`src/hw/adc_ctrl_pkg.sv`:
```
package adc_ctrl_pkg;
  // ==========================================================
  // register map (byte addresses; each register one aligned word)
  localparam logic [3:0] CTRL0_OFFSET = 4'h0;
  localparam logic [3:0] CTRL1_OFFSET = 4'h4;
  localparam logic [3:0] RES_HIGH_OFFSET = 4'h8;
  localparam logic [3:0] RES_LOW_OFFSET = 4'hC;
  // ==========================================================
  // control field positions
  localparam int JUSTIFY_BIT = 7;
  localparam int REF_SEL_BIT = 6;
  localparam int CHAN_LSB = 2;
  localparam int START_BIT = 1;
  localparam int ENABLE_BIT = 0;
  localparam int CLKSEL_LSB = 4;
  localparam logic [7:0] CTRL0_RESET = 8'h00;
  localparam logic [2:0] CLKSEL_RESET = 3'h0;
  localparam logic [9:0] RESULT_RESET = 10'h000;
  // ==========================================================
  // channel codes
  localparam logic [3:0] CHAN_DAC = 4'hE;
  localparam logic [3:0] CHAN_FIXED_REF = 4'hF;
  // ==========================================================
  // timing
  localparam int CONV_BIT_PERIODS = 11;
  localparam int ABORT_BIT_PERIODS = 2;
  localparam int RC_DIVISOR = 16;
  localparam logic [1:0] RESP_OKAY = 2'h0;
  localparam logic [1:0] RESP_SLVERR = 2'h2;

  typedef enum logic [1:0] {
    ST_IDLE = 2'b00,
    ST_CONVERT = 2'b01,
    ST_HOLDOFF = 2'b10
  } conv_state_t;

  // analog front-end steering
  typedef struct packed {
    logic powered;
    logic ext_ref;
    logic [3:0] channel;
    logic sample;
  } analog_ctrl_t;
endpackage : adc_ctrl_pkg

```
`src/hw/adc_conversion_control.sv`:
```
// Chosen here: the register offsets and the AXI4-Lite interface to the registers.
`timescale 1ns/100ps
// What this block does
// - justify bit sets right or left result
// - ref select bit picks pin or supply
// - channel field routes inputs, DAC, fixed reference
// - writing start begins conversion, reads busy
// - hardware clears start when conversion ends
// - enable bit powers converter, off draws nothing
// - clock field picks divisor or RC/16
// - left justified layout of result registers
// - right justified layout of result registers
// - result registers are read-only
// - completion clears start, flags, loads result
// - conversion lasts eleven bit periods
// - clearing start aborts, result kept
// - abort waits two bit periods, then acquires
module adc_conversion_control (
  input wire logic aclk,
  input wire logic aresetn,
  input wire logic [3:0] s_axi_awaddr,
  input wire logic s_axi_awvalid,
  output logic s_axi_awready,
  input wire logic [31:0] s_axi_wdata,
  input wire logic [3:0] s_axi_wstrb,
  input wire logic s_axi_wvalid,
  output logic s_axi_wready,
  output logic [1:0] s_axi_bresp,
  output logic s_axi_bvalid,
  input wire logic s_axi_bready,
  input wire logic [3:0] s_axi_araddr,
  input wire logic s_axi_arvalid,
  output logic s_axi_arready,
  output logic [31:0] s_axi_rdata,
  output logic [1:0] s_axi_rresp,
  output logic s_axi_rvalid,
  input wire logic s_axi_rready,
  input wire logic rc_osc_tick,
  input wire logic comparator_in,
  output adc_ctrl_pkg::analog_ctrl_t analog_ctrl,
  output logic conv_done_flag
);
  import adc_ctrl_pkg::*;

  // ==========================================================
  // control registers
  logic [7:0] ctrl0_ff;
  logic [2:0] clksel_ff;
  logic [9:0] result_ff;
  logic [9:0] sar_ff;
  logic done_ff;
  conv_state_t state_ff;
  logic [3:0] bitcnt_ff;
  logic [5:0] div_ff;
  logic [3:0] rcdiv_ff;
  logic [1:0] rc_sync_ff;
  logic [1:0] cmp_sync_ff;
  logic rc_prev_ff;
  logic tick;

  // ==========================================================
  // AXI4-Lite write path: address and data taken in either order
  logic aw_held_ff;
  logic w_held_ff;
  logic [3:0] awaddr_ff;
  logic [31:0] wdata_ff;
  logic [3:0] wstrb_ff;
  logic wr_fire;
  logic wr_map;

  assign s_axi_awready = !aw_held_ff && !s_axi_bvalid;
  assign s_axi_wready = !w_held_ff && !s_axi_bvalid;
  assign wr_fire = aw_held_ff && w_held_ff && !s_axi_bvalid;
  assign wr_map = (awaddr_ff == CTRL0_OFFSET) || (awaddr_ff == CTRL1_OFFSET);

  always_ff @(posedge aclk) begin
    if (!aresetn) begin
      aw_held_ff <= 1'b0;
      awaddr_ff <= 4'h0;
    end else if (s_axi_awvalid && s_axi_awready) begin
      aw_held_ff <= 1'b1;
      awaddr_ff <= {s_axi_awaddr[3:2], 2'b00};
    end else if (wr_fire) begin
      aw_held_ff <= 1'b0;
    end
  end

  always_ff @(posedge aclk) begin
    if (!aresetn) begin
      w_held_ff <= 1'b0;
      wdata_ff <= 32'h0000_0000;
      wstrb_ff <= 4'h0;
    end else if (s_axi_wvalid && s_axi_wready) begin
      w_held_ff <= 1'b1;
      wdata_ff <= s_axi_wdata;
      wstrb_ff <= s_axi_wstrb;
    end else if (wr_fire) begin
      w_held_ff <= 1'b0;
    end
  end

  always_ff @(posedge aclk) begin
    if (!aresetn) begin
      s_axi_bvalid <= 1'b0;
      s_axi_bresp <= RESP_OKAY;
    end else if (wr_fire) begin
      s_axi_bvalid <= 1'b1;
      // result registers answer okay but ignore the data
      s_axi_bresp <= (wr_map || awaddr_ff == RES_HIGH_OFFSET || awaddr_ff == RES_LOW_OFFSET)
                     ? RESP_OKAY : RESP_SLVERR;
    end else if (s_axi_bready) begin
      s_axi_bvalid <= 1'b0;
    end
  end

  logic ctrl0_wr;
  logic ctrl1_wr;
  assign ctrl0_wr = wr_fire && awaddr_ff == CTRL0_OFFSET && wstrb_ff[0];
  assign ctrl1_wr = wr_fire && awaddr_ff == CTRL1_OFFSET && wstrb_ff[0];

  // ==========================================================
  // conversion engine
  logic finish;
  logic abort;
  logic start_req;
  assign finish = state_ff == ST_CONVERT && tick && bitcnt_ff == 4'(CONV_BIT_PERIODS - 1);
  // clearing start (or power) mid-conversion aborts it
  assign abort = state_ff == ST_CONVERT && ctrl0_wr
                 && (!wdata_ff[START_BIT] || !wdata_ff[ENABLE_BIT]);
  assign start_req = ctrl0_wr && wdata_ff[START_BIT] && wdata_ff[ENABLE_BIT]
                     && state_ff == ST_IDLE;

  logic nxt_start;
  always_comb begin
    nxt_start = ctrl0_ff[START_BIT];
    if (ctrl0_wr) begin
      nxt_start = wdata_ff[START_BIT] && wdata_ff[ENABLE_BIT] && state_ff != ST_HOLDOFF;
    end
    // completion wins over a simultaneous software write
    if (finish && !abort) begin
      nxt_start = 1'b0;
    end
  end

  always_ff @(posedge aclk) begin
    if (!aresetn) begin
      ctrl0_ff <= CTRL0_RESET;
    end else begin
      if (ctrl0_wr) begin
        ctrl0_ff[7:2] <= wdata_ff[7:2];
        ctrl0_ff[ENABLE_BIT] <= wdata_ff[ENABLE_BIT];
      end
      ctrl0_ff[START_BIT] <= nxt_start;
    end
  end

  always_ff @(posedge aclk) begin
    if (!aresetn) begin
      clksel_ff <= CLKSEL_RESET;
    end else if (ctrl1_wr) begin
      clksel_ff <= wdata_ff[CLKSEL_LSB +: 3];
    end
  end

  // ==========================================================
  // bit-period clock: system divisor or RC oscillator / 16
  always_ff @(posedge aclk) begin
    if (!aresetn) begin
      rc_sync_ff <= 2'b00;
      cmp_sync_ff <= 2'b00;
      rc_prev_ff <= 1'b0;
    end else begin
      rc_sync_ff <= {rc_sync_ff[0], rc_osc_tick};
      cmp_sync_ff <= {cmp_sync_ff[0], comparator_in};
      rc_prev_ff <= rc_sync_ff[1];
    end
  end

  logic [5:0] div_last;
  always_comb begin
    case (clksel_ff)
      3'b000: div_last = 6'd1;
      3'b001: div_last = 6'd7;
      3'b010: div_last = 6'd31;
      3'b100: div_last = 6'd3;
      3'b101: div_last = 6'd15;
      3'b110: div_last = 6'd63;
      default: div_last = 6'd0;
    endcase
  end

  logic rc_mode;
  logic rc_edge;
  assign rc_mode = clksel_ff[1:0] == 2'b11;
  assign rc_edge = rc_sync_ff[1] && !rc_prev_ff;
  assign tick = rc_mode ? (rc_edge && rcdiv_ff == 4'(RC_DIVISOR - 1))
                        : (div_ff == div_last);

  // dividers idle while powered down so the converter draws nothing
  always_ff @(posedge aclk) begin
    if (!aresetn || !ctrl0_ff[ENABLE_BIT] || state_ff == ST_IDLE) begin
      div_ff <= 6'd0;
      rcdiv_ff <= 4'h0;
    end else begin
      div_ff <= (div_ff >= div_last) ? 6'd0 : div_ff + 6'd1;
      if (rc_edge) begin
        rcdiv_ff <= rcdiv_ff + 4'h1;
      end
    end
  end

  always_ff @(posedge aclk) begin
    if (!aresetn) begin
      state_ff <= ST_IDLE;
      bitcnt_ff <= 4'h0;
    end else begin
      case (state_ff)
        ST_IDLE: begin
          bitcnt_ff <= 4'h0;
          if (start_req) begin
            state_ff <= ST_CONVERT;
          end
        end
        ST_CONVERT: begin
          if (abort) begin
            state_ff <= ST_HOLDOFF;
            bitcnt_ff <= 4'h0;
          end else if (finish) begin
            state_ff <= ST_IDLE;
            bitcnt_ff <= 4'h0;
          end else if (tick) begin
            bitcnt_ff <= bitcnt_ff + 4'h1;
          end
        end
        ST_HOLDOFF: begin
          if (tick && bitcnt_ff == 4'(ABORT_BIT_PERIODS - 1)) begin
            state_ff <= ST_IDLE; // acquisition resumes
            bitcnt_ff <= 4'h0;
          end else if (tick) begin
            bitcnt_ff <= bitcnt_ff + 4'h1;
          end
        end
        default: state_ff <= ST_IDLE;
      endcase
    end
  end

  // successive approximation: bit periods 1..10 resolve msb first
  always_ff @(posedge aclk) begin
    if (!aresetn || state_ff == ST_IDLE) begin
      sar_ff <= RESULT_RESET;
    end else if (state_ff == ST_CONVERT && tick && bitcnt_ff != 4'h0) begin
      sar_ff[4'(CONV_BIT_PERIODS - 1) - bitcnt_ff] <= cmp_sync_ff[1];
    end
  end

  // single 10-bit store so both result halves change together
  always_ff @(posedge aclk) begin
    if (!aresetn) begin
      result_ff <= RESULT_RESET;
    end else if (finish && !abort) begin
      // the lsb is resolved on this same tick, so take it straight from the comparator
      result_ff <= {sar_ff[9:1], cmp_sync_ff[1]};
    end
  end

  // sticky done flag; set wins over the software clear
  always_ff @(posedge aclk) begin
    if (!aresetn) begin
      done_ff <= 1'b0;
    end else if (finish && !abort) begin
      done_ff <= 1'b1;
    end else if (ctrl1_wr && wdata_ff[0]) begin
      done_ff <= 1'b0;
    end
  end
  assign conv_done_flag = done_ff;

  always_ff @(posedge aclk) begin
    if (!aresetn) begin
      analog_ctrl <= '0;
    end else begin
      analog_ctrl.powered <= ctrl0_ff[ENABLE_BIT];
      analog_ctrl.ext_ref <= ctrl0_ff[REF_SEL_BIT];
      analog_ctrl.channel <= ctrl0_ff[CHAN_LSB +: 4];
      analog_ctrl.sample <= ctrl0_ff[ENABLE_BIT] && state_ff == ST_IDLE;
    end
  end

  // ==========================================================
  // AXI4-Lite read path
  logic [7:0] res_high;
  logic [7:0] res_low;
  always_comb begin
    if (ctrl0_ff[JUSTIFY_BIT]) begin
      res_high = {6'h00, result_ff[9:8]};
      res_low = result_ff[7:0];
    end else begin
      res_high = result_ff[9:2];
      res_low = {result_ff[1:0], 6'h00};
    end
  end

  assign s_axi_arready = !s_axi_rvalid;

  always_ff @(posedge aclk) begin
    if (!aresetn) begin
      s_axi_rvalid <= 1'b0;
      s_axi_rdata <= 32'h0000_0000;
      s_axi_rresp <= RESP_OKAY;
    end else if (s_axi_arvalid && s_axi_arready) begin
      s_axi_rvalid <= 1'b1;
      s_axi_rresp <= RESP_OKAY;
      case ({s_axi_araddr[3:2], 2'b00})
        CTRL0_OFFSET: s_axi_rdata <= {24'h000000, ctrl0_ff};
        CTRL1_OFFSET: s_axi_rdata <= {24'h000000, 1'b0, clksel_ff, 3'h0, done_ff};
        RES_HIGH_OFFSET: s_axi_rdata <= {24'h000000, res_high};
        RES_LOW_OFFSET: s_axi_rdata <= {24'h000000, res_low};
        default: begin
          s_axi_rdata <= 32'h0000_0000;
          s_axi_rresp <= RESP_SLVERR;
        end
      endcase
    end else if (s_axi_rready) begin
      s_axi_rvalid <= 1'b0;
    end
  end
endmodule : adc_conversion_control

```
`config.mk`:
```
export PLATFORM = sky130hd
export DESIGN_NAME = adc_conversion_control
export DESIGN_NICKNAME = d
export VERILOG_FILES = /design/src/hw/adc_ctrl_pkg.sv /design/src/hw/adc_conversion_control.sv
export SDC_FILE = /design/constraint.sdc
export NUM_CORES = 1
export LEC_CHECK = 0
export BUFFER_PORTS_ARGS = -buffer_cell sky130_fd_sc_hd__buf_4
export CAP_MARGIN = 0
export CORE_MARGIN = 2
export CORE_UTILIZATION = 46
export CTS_CLUSTER_SIZE = 30
export DETAILED_ROUTE_END_ITERATION = 12
export HOLD_SLACK_MARGIN = 0.12
export MAX_ROUTING_LAYER = met4
export PLACE_DENSITY = 0.77
export SLEW_MARGIN = 20
export SYNTH_ARGS = -nofsm -noshare
export SYNTH_HDL_FRONTEND = slang
export SYNTH_SLANG_ARGS = --single-unit
```
`constraint.sdc`:
```
create_clock -name aclk -period 2.55 [get_ports aclk]
set_input_delay 0.3825 -clock aclk [delete_from_list [all_inputs] [get_ports aclk]]
set_output_delay 0.3825 -clock aclk [all_outputs]
set_load 0.01 [all_outputs]
```
==> results <==
- The gate count of the mapped netlist is 452.
- The analysis attributes to cell leakage a power of 0.001885 uW.
- Setup total negative slack on the finished layout was measured at 0 ps.
- In this run the vertical extent of the chip is 97.22 um.
- Net switching is 23.96% of the power.
- The footprint of the multi-input gates is 0.002120 mm^2.
- The root buffer cell is sky130_fd_sc_hd__clkbuf_8.
- The proportion of power drawn by the clock network is 40.2%.
- The sequential area share after synthesis is 41.56%.
- The global-route wire length before repair is 13300 um.
- Sorting the synthesized cells by area gives the leading types as sky130_fd_sc_hd__dfxtp_1 42%, sky130_fd_sc_hd__mux2i_1 8.0%, sky130_fd_sc_hd__ha_1 5.6%.
- The clock tree from TritonCTS is yes.
- The tree built by TritonCTS fans out to 83 sinks.
- The endpoint type of the worst setup path is a flop.
- The remaining global-route overflow is 0.
- The start point of the worst min-delay path is s_axi_rready.
- The number of clock buffers added by TritonCTS is 9.
- The slack of the worst reg-to-reg path is 90 ps.
- The layout-stage area growth over the synthesis result is 15.74%.
- The clock passes through at most 2 buffers.
- Across the whole layout, storage elements account for 0.001669 mm^2.
- The sequential power share is 52.4%.
- Clock-pin slew was measured on the worst setup and hold paths at 90 ps.
- In this run the worst hold path is classified as in -> reg.
- The cell area that synthesis handed to floorplanning was 0.003998 mm^2.
- Data on the critical path is required at its endpoint by 2790 ps.
- The critical register-to-register path endpoint is sar_ff[1]$_SDFFE_PP0P_.
- The total length of routed met2 wires is 3794 um.
- The routed wire length on met3 is 324 um.
- The pre-antenna-repair detailed-routing pass consisted of 4 iterations.
- Dividing the detail-routed wire length by the instance count gives 13.38 um.
- The routed metal-1 wirelength is 3931 um.
- Entering global routing, the biggest net connects 26 pins.
- The final count of hold timing violations was 0.
- Once the floorplan was initialized, standard cells occupied 46.52% of the core.
- The share of post-route cells with drive strength above 1 is 17.50%.
- The total core area is 0.008593 mm^2.
- The number of maximum-capacitance constraint violations is 0.
- The floorplan step defined a die boundary enclosing 0.009452 mm^2.
- The detailed-placement wirelength estimate is 5762 um.
- Of the post-synthesis cell area, the dominant cell type holds 41.56%.
- The type of the worst setup path is reg -> reg.
- The via count of the first global-routing pass came to 2811.
- The count of buffers inserted at the top-level ports is 43.
- Data on the critical path arrives at its endpoint at 2700 ps.
- VDD sags by at most 0.3560 mV.
- For this block, the initial DRC count from the detailed router was 101.
- The number of nets still failing antenna checks after routing is 0.
- The count of cells along the worst register-to-register path is 11.
- For this design the ratio of total power to cell area is 554.0 mW/mm^2.
- The initial antenna violation count is 0.
- The top-level I/O count is 102.
- The leading area contributor after synthesis is sky130_fd_sc_hd__dfxtp_1.
- The remaining routing DRC violations is 0.
- The nature of the critical path startpoint is a flop.
- For the worst-skew pair, the clock arrives at the later sink with an insertion delay of 360 ps.
- The number of cells on the worst hold path is 2.
- The final-report setup violation count is 0.
- The number of slew-limit violations in the final report was 0.
- The all-layer global routing usage is 17.68%.
- The global placement routability congestion is 0.7860.
- The startpoint of the lowest-slack register-to-register path is clksel_ff[0]$_SDFFE_PN0P_.
- Of all flip-flops after synthesis, the portion carrying an async set or reset was 0%.
- The H-tree depth reported by CTS is 3.
- The internal portion of total power is 1949 uW.
- The dominant synthesized flop cell is sky130_fd_sc_hd__dfxtp_1.
- The flow ran to the end, and the final reports show no timing, DRC or antenna violations.
- The worst clock skew is 9.069 ps.
- After detailed routing, the number of vias per cell comes to 5.124.
- The routed layout has 3131 vias.
- The number of synthesis warnings is 0.
- In this run the power spent charging and discharging nets is 614.2 uW.
- The synthesized area divided by synthesized cell count is 8.844 um^2.
- The total of hold buffers inserted after clock tree synthesis is 0.
- Yosys mapped the design onto 50 distinct sky130hd cell types.
- The slew at the pin closest to its max-slew limit is 624.6 ps.
- Wires add up to 8174 um.
- After filler insertion, the fill cell instance count of the layout stands at 778.
- Measured against its own limit, the worst slew margin works out to 58.27%.
- The fraction of power consumed by combinational cells is 7.4%.
- The ratio of final minimum period to clock period is 96.38%.
- Timing would allow up to 406.9 MHz.
- The top metal layer carrying routed signals is met4.
- Of all nets on the critical path, the largest fanout is 5.
- The final critical delay including setup and external delays is 2458 ps.
- At the end of the flow the core is filled with cells to 53.84%.
- Yosys mapped a number of flops with a built-in enable equal to 0.
- The horizontal extent of the die is 97.22 um.
- In this run, synthesis produced a sequential element count of 83.
- The floorplan has 34 rows.
- The end point of the worst hold path is s_axi_rvalid$_SDFFE_PN0P_.
- The number of antenna cells inserted is 0.
- The layout net count is 569.
-- cells in the mapped netlist, types with 2 or more instances --
| library cell | n |
|---|---|
| sky130_fd_sc_hd__inv_1 | 19 |
| sky130_fd_sc_hd__a221oi_1 | 3 |
| sky130_fd_sc_hd__a211oi_1 | 6 |
| sky130_fd_sc_hd__o211ai_1 | 5 |
| sky130_fd_sc_hd__buf_4 | 28 |
| sky130_fd_sc_hd__a21o_1 | 3 |
| sky130_fd_sc_hd__nor3b_1 | 6 |
| sky130_fd_sc_hd__ha_1 | 18 |
| sky130_fd_sc_hd__and2_1 | 14 |
| sky130_fd_sc_hd__nor2b_1 | 9 |
| sky130_fd_sc_hd__nand2_1 | 46 |
| sky130_fd_sc_hd__o21ai_0 | 8 |
| sky130_fd_sc_hd__mux2i_1 | 32 |
| sky130_fd_sc_hd__clkbuf_1 | 13 |
| sky130_fd_sc_hd__or3_1 | 5 |
| sky130_fd_sc_hd__nor2_1 | 58 |
| sky130_fd_sc_hd__xor2_1 | 4 |
| sky130_fd_sc_hd__nor3_1 | 5 |
| sky130_fd_sc_hd__a31oi_1 | 2 |
| sky130_fd_sc_hd__o21ai_1 | 3 |
| sky130_fd_sc_hd__buf_1 | 2 |
| sky130_fd_sc_hd__o31ai_1 | 2 |
| sky130_fd_sc_hd__nand3b_1 | 2 |
| sky130_fd_sc_hd__dfxtp_1 | 83 |
| sky130_fd_sc_hd__and4_1 | 2 |
| sky130_fd_sc_hd__xnor2_1 | 4 |
| sky130_fd_sc_hd__nand3_1 | 10 |
| sky130_fd_sc_hd__and3_1 | 4 |
| sky130_fd_sc_hd__a21oi_1 | 27 |
| sky130_fd_sc_hd__mux2_2 | 3 |
| sky130_fd_sc_hd__nand2b_1 | 6 |
| sky130_fd_sc_hd__nand4_1 | 2 |
-- layout make-up --
| cell class | instances | area share (%) |
|---|---|---|
| Sequential cell | 83 | 36.07 |
| Timing Repair Buffer | 53 | 8.951 |
| Clock inverter | 6 | 1.947 |
| Inverter | 19 | 1.541 |
| Clock buffer | 10 | 2.758 |
| Tap cell | 108 | 2.921 |
| Multi-Input combinational cell | 332 | 45.81 |
-- metrics by stage --
stage          power [uW]  std cells  cell area (um^2)  setup WS, ps  hold WS (ps)
6_report             2563        611              4627         92.23         202.8
5_1_grt              2666        611              4627        -30.50         184.8
4_1_cts              2584        606              4549         23.04         183.2
3_5_place_dp         1562        590              4328        -20.75         420.4
3_3_place_gp         1557        590              4328         67.36         418.2
2_1_floorplan        1520        478              4095         158.6         411.9
-- metal layers --
layer	global-route usage (%)	up-vias
li1	-	1575
met1	23.76	1464
met2	26.23	82
met3	3.237	10
met4	7.692	0
met5	-	-
-- cell families (layout without fill, tap and decap cells) --
logic type                 count (synthesis)  count (layout)  synth area share (%)
buffers and inverters                     64              88                 8.858
xor gates and xnor gates                   8               8                 1.753
DFF                                       83              83                 41.56
adders and majority gates                 18              18                 5.634
and+or+nand+nor                          174             174                 21.63
muxes                                     36              36                 9.421
AOI/OAI and AO/OA                         68              69                 11.05
other                                      1              27               0.09381
-- worst max-delay path by stage --
stage | from | to | slack [ps] | cells past startpoint
finish | clksel_ff[0]$_SDFFE_PN0P_ | sar_ff[1]$_SDFFE_PP0P_ | 90 | 11
global route | clksel_ff[1]$_SDFFE_PN0P_ | result_ff[4]$_SDFFE_PN0P_ | -30 | 11
CTS | clksel_ff[0]$_SDFFE_PN0P_ | result_ff[7]$_SDFFE_PN0P_ | 20 | 11
detailed placement | clksel_ff[0]$_SDFFE_PN0P_ | result_ff[7]$_SDFFE_PN0P_ | -20 | 11
global placement | clksel_ff[1]$_SDFFE_PN0P_ | result_ff[8]$_SDFFE_PN0P_ | 70 | 10
floorplan | clksel_ff[1]$_SDFFE_PN0P_ | result_ff[9]$_SDFFE_PN0P_ | 160 | 10
-- cells in the final DEF, fill, tap and decap left out, types with 9 or more instances in the layout --
cell type / Yosys / final
sky130_fd_sc_hd__a21oi_1: 27 / 26
sky130_fd_sc_hd__and2_1: 14 / 14
sky130_fd_sc_hd__buf_4: 28 / 51
sky130_fd_sc_hd__clkbuf_8: 0 / 9
sky130_fd_sc_hd__conb_1: 1 / 27
sky130_fd_sc_hd__dfxtp_1: 83 / 81
sky130_fd_sc_hd__ha_1: 18 / 18
sky130_fd_sc_hd__inv_1: 19 / 18
sky130_fd_sc_hd__mux2i_1: 32 / 32
sky130_fd_sc_hd__nand2_1: 46 / 46
sky130_fd_sc_hd__nand3_1: 10 / 10
sky130_fd_sc_hd__nor2_1: 58 / 57
-- sequential cells by signal, indices dropped and copies added (netlist names), 3 cells and up --
name and count:
analog_ctrl 7, bitcnt_ff 4, clksel_ff 3, ctrl0_ff 8
div_ff 6, rcdiv_ff 4, result_ff 10, s_axi_rdata 8
sar_ff 9, wdata_ff 8
-- worst max-delay path, cell delays in order (launching register included) --
cell                       delay [ps]
sky130_fd_sc_hd__dfxtp_4          390
sky130_fd_sc_hd__inv_2             50
sky130_fd_sc_hd__nor2_2           130
sky130_fd_sc_hd__a21oi_2           80
sky130_fd_sc_hd__ha_1             300
sky130_fd_sc_hd__nand4_1          140
sky130_fd_sc_hd__nor3b_4          360
sky130_fd_sc_hd__buf_6            160
sky130_fd_sc_hd__o211ai_4          90
sky130_fd_sc_hd__or3_4            410
sky130_fd_sc_hd__mux2i_1          160
sky130_fd_sc_hd__nor2_1            60
-- repair_timing --
item	in CTS	in global routing
pin swaps	1	7
setup endpoints to repair	10	22
gates resized for setup	2	10
cloned	0	1
setup buffers	0	4
-- power by group through the flow --
stage / Combinational (uW) / Sequential (uW) / Clock [uW]
after floorplan: 148 / 1370 / 0
after global placement: 183 / 1370 / 0
after detailed placement: 187 / 1370 / 0
after CTS: 188 / 1340 / 1050
after global routing: 212 / 1350 / 1110
final: 189 / 1340 / 1030
Power figures use the tool's default switching activity.
